<file path="config.mk">
export PLATFORM = sky130hd
export DESIGN_NAME = abx_core
export DESIGN_NICKNAME = d
export VERILOG_FILES = /design/src/abx_pkg.sv /design/src/abx_decode.sv /design/src/abx_core.sv
export SDC_FILE = /design/constraint.sdc
export NUM_CORES = 1
export LEC_CHECK = 0
export ABC_CLOCK_PERIOD_IN_PS = 3100
export CELL_PAD_IN_SITES_DETAIL_PLACEMENT = 1
export CELL_PAD_IN_SITES_GLOBAL_PLACEMENT = 1
export CORE_ASPECT_RATIO = 1.5
export CORE_MARGIN = 2
export CORE_UTILIZATION = 48
export CTS_CLUSTER_SIZE = 24
export DETAILED_ROUTE_END_ITERATION = 10
export DONT_BUFFER_PORTS = 1
export PLACE_DENSITY = 0.86
export SLEW_MARGIN = 0
export SYNTH_ARGS = -nofsm -noshare
export SYNTH_HDL_FRONTEND = slang
export SYNTH_SLANG_ARGS = --single-unit
</file>
<file path="constraint.sdc">
create_clock -name core_clk_in -period 3.1 [get_ports core_clk_in]
set_clock_uncertainty 0.15 [all_clocks]
set_input_delay 0.31 -clock core_clk_in [delete_from_list [all_inputs] [get_ports core_clk_in]]
set_output_delay 0.31 -clock core_clk_in [all_outputs]
set_load 0.02 [all_outputs]
</file>
<file path="src/abx_pkg.sv">
`default_nettype none
package abx_pkg;
	// Instruction word layout (14-bit)
	localparam int INSN_W      = 14;
	localparam int DATA_W      = 8;
	localparam int FADDR_W     = 7;
	localparam int BITSEL_W    = 3;
	localparam int PC_W        = 13;
	localparam int DEST_BIT    = 7;
	localparam int BSEL_LSB    = 7;
	localparam int NIBBLE_W    = 4;
	// Opcode fields
	localparam logic [5:0] OP_ADD_FILE  = 6'h07;
	localparam logic [5:0] OP_AND_FILE  = 6'h05;
	localparam logic [3:0] OP_BIT_CLR   = 4'h4;
	localparam logic [3:0] OP_BIT_SET   = 4'h5;
	localparam logic [3:0] OP_BIT_TSC   = 4'h6;
	localparam logic [4:0] OP_ADD_LIT   = 5'h1f;
	localparam logic [5:0] OP_AND_LIT   = 6'h39;
	// Status bit positions in the flag output
	localparam int FLAG_C  = 0;
	localparam int FLAG_DC = 1;
	localparam int FLAG_Z  = 2;
	// Reset values
	localparam logic [7:0]  ACC_RST  = 8'h00;
	localparam logic [2:0]  FLAG_RST = 3'h0;
	localparam logic [12:0] PC_RST   = 13'h0000;
	// Address of the I/O port register read from pins
	localparam logic [6:0]  PORT_ADDR = 7'h05;
	typedef enum logic [2:0] {
		ABX_NOP, ABX_ADD_LIT, ABX_ADD_FILE, ABX_AND_LIT, ABX_AND_FILE,
		ABX_BIT_CLR, ABX_BIT_SET, ABX_BIT_TSC
	} abx_op_t;
endpackage : abx_pkg
`default_nettype wire

</file>
<file path="src/abx_decode.sv">
`default_nettype none
module abx_decode
	import abx_pkg::*;
(
	// Instruction word
	input  wire logic [abx_pkg::INSN_W-1:0] insn_in,
	// Decoded operation
	output abx_pkg::abx_op_t                op_out
);
	always_comb begin
		op_out = ABX_NOP;
		if (insn_in[13:8] == OP_ADD_FILE) begin
			op_out = ABX_ADD_FILE;
		end else if (insn_in[13:8] == OP_AND_FILE) begin
			op_out = ABX_AND_FILE;
		end else if (insn_in[13:10] == OP_BIT_CLR) begin
			op_out = ABX_BIT_CLR;
		end else if (insn_in[13:10] == OP_BIT_SET) begin
			op_out = ABX_BIT_SET;
		end else if (insn_in[13:10] == OP_BIT_TSC) begin
			op_out = ABX_BIT_TSC;
		end else if (insn_in[13:9] == OP_ADD_LIT) begin
			op_out = ABX_ADD_LIT;
		end else if (insn_in[13:8] == OP_AND_LIT) begin
			op_out = ABX_AND_LIT;
		end
	end
endmodule : abx_decode
`default_nettype wire

</file>
<file path="src/abx_core.sv">
// The address map and the strobed register port were decided locally.
`default_nettype none
module abx_core
	import abx_pkg::*;
(
	// Clock and reset
	input  wire logic                        core_clk_in,
	input  wire logic                        sys_rst_in,
	// Program memory
	input  wire logic [abx_pkg::INSN_W-1:0]  insn_in,
	output logic      [abx_pkg::PC_W-1:0]    pc_out,
	// Data register file, read combinationally at file_addr_out
	output logic      [abx_pkg::FADDR_W-1:0] file_addr_out,
	input  wire logic [abx_pkg::DATA_W-1:0]  file_rdata_in,
	output logic                             file_we_out,
	output logic      [abx_pkg::FADDR_W-1:0] file_waddr_out,
	output logic      [abx_pkg::DATA_W-1:0]  file_wdata_out,
	// Port pins
	input  wire logic [abx_pkg::DATA_W-1:0]  port_pins_in,
	// Core state
	output logic      [abx_pkg::DATA_W-1:0]  acc_out,
	output logic      [2:0]                  flags_out,
	output logic                             skip_out
);
	import abx_pkg::*;

	// ****************************************
	// Decode
	// ****************************************
	abx_op_t                op;
	logic [FADDR_W-1:0]     faddr;
	logic [BITSEL_W-1:0]    bsel;
	logic                   dest_file;
	logic [DATA_W-1:0]      lit;
	logic [DATA_W-1:0]      fsrc;

	abx_decode u_dec (
		.insn_in (insn_in),
		.op_out  (op)
	);

	assign faddr     = insn_in[FADDR_W-1:0];
	assign bsel      = insn_in[BSEL_LSB +: BITSEL_W];
	assign dest_file = insn_in[DEST_BIT];
	assign lit       = insn_in[DATA_W-1:0];
	assign file_addr_out = faddr;

	// Pin levels replace latch contents
	// port from pins
	assign fsrc = (faddr == PORT_ADDR) ? port_pins_in : file_rdata_in;

	function automatic logic [DATA_W:0] add8(input logic [DATA_W-1:0] a,
						 input logic [DATA_W-1:0] b);
		add8 = {1'b0, a} + {1'b0, b};
	endfunction : add8

	function automatic logic nib_carry(input logic [DATA_W-1:0] a,
					   input logic [DATA_W-1:0] b);
		logic [NIBBLE_W:0] s;
		s = {1'b0, a[NIBBLE_W-1:0]} + {1'b0, b[NIBBLE_W-1:0]};
		nib_carry = s[NIBBLE_W];
	endfunction : nib_carry

	// ****************************************
	// Execute
	// ****************************************
	logic [DATA_W-1:0]  acc;
	logic [2:0]         flags;
	logic               skip;
	logic [PC_W-1:0]    pc;
	logic               we;
	logic [FADDR_W-1:0] waddr;
	logic [DATA_W-1:0]  wdata;
	logic [DATA_W-1:0]  next_acc;
	logic [2:0]         next_flags;
	logic               next_skip;
	logic [PC_W-1:0]    next_pc;
	logic               next_we;
	logic [FADDR_W-1:0] next_waddr;
	logic [DATA_W-1:0]  next_wdata;

	always_comb begin
		logic [DATA_W:0]   sum;
		logic [DATA_W-1:0] res;
		logic [DATA_W-1:0] mask;
		sum  = '0;
		res  = '0;
		mask = DATA_W'(1) << bsel;
		next_acc   = acc;
		next_flags = flags;
		next_skip  = 1'b0;
		next_pc    = PC_W'(pc + PC_W'(1));
		next_we    = 1'b0;
		next_waddr = faddr;
		next_wdata = wdata;
		// Discarded slot: instruction word is ignored
		// second cycle nop
		if (!skip) begin
			unique case (op)
				ABX_ADD_LIT: begin
					sum = add8(acc, lit);
					next_acc = sum[DATA_W-1:0];
					next_flags[FLAG_C]  = sum[DATA_W];
					next_flags[FLAG_DC] = nib_carry(acc, lit);
					next_flags[FLAG_Z]  = (sum[DATA_W-1:0] == '0);
				end
				ABX_ADD_FILE: begin
					sum = add8(acc, fsrc);
					res = sum[DATA_W-1:0];
					next_flags[FLAG_C]  = sum[DATA_W];
					next_flags[FLAG_DC] = nib_carry(acc, fsrc);
					next_flags[FLAG_Z]  = (res == '0);
					if (dest_file) begin
						next_we    = 1'b1;
						next_wdata = res;
					end else begin
						next_acc = res;
					end
				end
				ABX_AND_LIT: begin
					res = acc & lit;
					next_acc = res;
					next_flags[FLAG_Z] = (res == '0);
				end
				ABX_AND_FILE: begin
					res = acc & fsrc;
					next_flags[FLAG_Z] = (res == '0);
					if (dest_file) begin
						next_we    = 1'b1;
						next_wdata = res;
					end else begin
						next_acc = res;
					end
				end
				ABX_BIT_CLR: begin
					next_we    = 1'b1;
					next_wdata = fsrc & ~mask;
				end
				ABX_BIT_SET: begin
					next_we    = 1'b1;
					next_wdata = fsrc | mask;
				end
				ABX_BIT_TSC: begin
					next_skip = ((fsrc & mask) == '0);
				end
				ABX_NOP: begin
				end
			endcase
		end
	end

	always_ff @(posedge core_clk_in or posedge sys_rst_in) begin
		if (sys_rst_in) begin
			acc   <= ACC_RST;
			flags <= FLAG_RST;
			skip  <= 1'b0;
			pc    <= PC_RST;
			we    <= 1'b0;
			waddr <= '0;
			wdata <= '0;
		end else begin
			acc   <= next_acc;
			flags <= next_flags;
			skip  <= next_skip;
			pc    <= next_pc;
			we    <= next_we;
			waddr <= next_waddr;
			wdata <= next_wdata;
		end
	end

	assign acc_out        = acc;
	assign flags_out      = flags;
	assign skip_out       = skip;
	assign pc_out         = pc;
	assign file_we_out    = we;
	assign file_waddr_out = waddr;
	assign file_wdata_out = wdata;
endmodule : abx_core
`default_nettype wire

</file>
==> impl_metrics.json <==
{
  "power.switching_mw": 1.344,
  "use_met3": 0.04536,
  "rows": 35,
  "grt_pass1_wl_um": 16570,
  "clockBufferDepth": 2,
  "finalSetupViolations": 0,
  "die_h_um": 102.3,
  "drive_gt1_frac": 0.1578,
  "leakagePower_nw": 1.655,
  "syn_inst": 348,
  "worstSetupPathType": "in2reg",
  "power_density_nw_per_um2": 832.2,
  "avgRoutedWirePerCell_um": 23.56,
  "endpoint_kind": "flop",
  "gp_congestion": 0.9599,
  "ys_warn_count": 0,
  "synth.most_common_cell": "dfrtp_1",
  "layout_min_cycle_time_ns": 2.955,
  "syn2layout_area_growth_pct": 14.62,
  "routed_via_density": 6.616,
  "synth-edff-count": 0,
  "met1_usage": 0.3043,
  "tightestPinTransition_ns": 0.6493,
  "yosysTopAreaCell": "dfrtp_1",
  "core-area_um2": 6175,
  "comb_power_share": 0.556,
  "syn_nets": 402,
  "cts_made_buffers": 5,
  "clkPwrFrac": 0.127,
  "final_core_util": 0.5735,
  "drt_wl_total_um": 10550,
  "diodes": 0,
  "slew_headroom": 0.5638,
  "dr.pass1.iters": 4,
  "htreeDepth": 2,
  "drv_cap": 0,
  "peakVddDrop_v": 0.0005191,
  "ant_nets": 0,
  "synth_top_area_share": 0.3321,
  "swShare": 0.4562,
  "synth_common_cells": "dfrtp_1 (41), nor2_1 (33), a21oi_1 (28)",
  "num_vias": 2964,
  "synthFlopType": "dfrtp_1",
  "fmax_ghz": 0.3384,
  "final_cells": 448,
  "grt_pass1_vias": 3159,
  "final_area_um2": 3541,
  "status": "finished, final reports clean",
  "syn_area_um2": 3089,
  "root_buffer": "clkbuf_8",
  "seq_area_frac_synth": 0.3321,
  "async_reset_ff_frac": 1.000,
  "synth.area.top_cells": "dfrtp_1 (33%), ha_1 (8.1%), a21oi_1 (4.5%)",
  "met2_usage": 0.5939,
  "finalHoldViolCount": 0,
  "worstSkewPairLatency_ns": 0.29,
  "crit_required_ns": 3.13,
  "yosysUniqueCellTypes": 50,
  "crit_arrival_ns": 2.98,
  "placed_area_um2": 3334,
  "grt_overflow": 0,
  "cts_sinks": 41,
  "ios": 80,
  "cp-start-kind": "input port",
  "place_inst": 431,
  "dieWidth_um": 69.50,
  "hold_path_class": "in2reg",
  "start_util": 0.5003,
  "rsz0062_at_grt": "yes",
  "grt_max_degree": 27,
  "maxSlewViolCount": 0,
  "power_frac_seq": 0.317,
  "cts_tree": "built",
  "synth-seq-cells": 41,
  "track_usage": 0.2998,
  "cts.clk_slew.worst_paths_ns": 0.08,
  "port_buffers": 0,
  "top_usage_layer": "met2",
  "dieArea_um2": 7107,
  "final_min_period_over_clock_period": 0.9532,
  "antenna_found_initial": 0,
  "fillCellCount": 721,
  "dr.first_iter.drc_count": 154,
  "synth_area_per_cell_um2": 8.877,
  "nNetsFinal": 427,
  "drc_errors": 0,
  "internal_power_mw": 1.602,
  "crit_path_max_fanout": 4,
  "hpwl_um": 8238
}
-- kinds of logic after synthesis --
| logic type | share of synthesized area |
|---|---|
| simple gates | 0.1843 |
| mux | 0.05711 |
| buf+inv | 0.05387 |
| compound gates | 0.2248 |
| xor+xnor | 0.05387 |
| fa+ha+maj | 0.09397 |
| flops | 0.3321 |
-- routing by layer --
metal,vias to the layer above,share of wire
met3,37,0.035
li1,1330,-
met1,1485,0.37
met4,0,0.040
met2,112,0.56
met5,-,0
-- placed cells by master (no fill, tap or decap), types with 5 or more instances in the layout --
| cell type | netlist | routed |
|---|---|---|
| nand3_1 | 9 | 9 |
| and3_1 | 9 | 9 |
| clkbuf_8 | 0 | 6 |
| a21o_1 | 11 | 11 |
| dfrtp_1 | 41 | 41 |
| mux2i_1 | 12 | 11 |
| nand2b_1 | 5 | 5 |
| a221oi_1 | 9 | 8 |
| ha_1 | 20 | 19 |
| o21ai_0 | 22 | 21 |
| a31oi_1 | 5 | 5 |
| a21oi_1 | 28 | 27 |
| mux2_2 | 5 | 5 |
| buf_4 | 8 | 33 |
| xnor2_1 | 14 | 13 |
| nand2_1 | 19 | 19 |
| nor3_1 | 10 | 10 |
| xor2_1 | 5 | 5 |
| dlygate4sd3_1 | 0 | 8 |
| a211oi_1 | 7 | 7 |
| nor2_1 | 33 | 33 |
| inv_1 | 12 | 12 |
-- power groups by stage --
stage                     combinational [mW]  sequential (mW)  clock, mW
after floorplan                         1.00            0.909          0
after global placement                  1.52            0.943          0
after detailed placement                1.56            0.949          0
after CTS                               1.58            0.938      0.382
after global routing                    1.78            0.953      0.402
final                                   1.64            0.933      0.374
-- sequential cells by signal (all words and copies together) (netlist names) --
| signal | count |
|---|---|
| pc_out | 13 |
| acc_out | 8 |
| file_wdata_out | 8 |
| file_waddr_out | 7 |
| flags_out | 3 |
| file_we_out | 1 |
| skip_out | 1 |
-- per-stage QoR --
stage / worst slack, ns / setup TNS [ns] / hold WS (ns) / total power [mW]
2_1_floorplan: 0.005908 / 0 / 0.1914 / 1.910
3_3_place_gp: -0.1117 / -0.3074 / 0.1561 / 2.460
3_5_place_dp: -0.1461 / -0.6109 / 0.1713 / 2.505
4_1_cts: 0.1340 / 0 / 0.09539 / 2.900
5_1_grt: -0.01517 / -0.02690 / 0.1108 / 3.131
6_report: 0.1449 / 0 / 0.1063 / 2.947
-- worst paths after layout --
| path | start | to | slack [ns] | depth (start not counted) |
|---|---|---|---|---|
| worst max-delay path | insn_in[4] | flags_out[0]$_DFFE_PP0P_ | 0.14 | 13 |
| max in group asynchronous | sys_rst_in | file_wdata_out[1]$_DFFE_PP0P_ | 1.62 | 3 |
| worst min-delay path | insn_in[8] | skip_out$_DFF_PP0_ | 0.11 | 2 |
| worst min register to register | pc_out[12]$_DFF_PP0_ | pc_out[12]$_DFF_PP0_ | 0.47 | 1 |
| min in group asynchronous | sys_rst_in | file_waddr_out[0]$_DFF_PP0_ | 0.40 | 2 |
| worst max register to register | acc_out[0]$_DFFE_PP0P_ | flags_out[0]$_DFFE_PP0P_ | 0.25 | 8 |
-- final cells by class --
class                           count  area, µm²  area share
Multi-Input combinational cell    272       1953      0.5516
Sequential cell                    41       1026      0.2898
Timing Repair Buffer               41      327.8     0.09258
Tap cell                           74      92.59     0.02615
Clock buffer                        6      82.58     0.02332
Inverter                           12      45.04     0.01272
Clock inverter                      2      13.76    0.003887
-- critical path, stage by stage --
cell      delay [ns]
nor4b_4         0.27
nand3_2         0.19
mux2i_2         0.24
inv_1           0.13
ha_4            0.18
fa_2            0.37
a211oi_1        0.23
buf_4           0.17
o21ai_1         0.09
a21o_1          0.17
nand2_1         0.10
a32oi_1         0.18
mux2_2          0.34
-- timing repair --
action	in CTS	in global routing
setup endpoints to repair	0	3
hold buffers	8	0
hold endpoints to repair	22	0
gates resized for setup	0	5
setup buffers	0	1
Power figures use the tool's default switching activity.
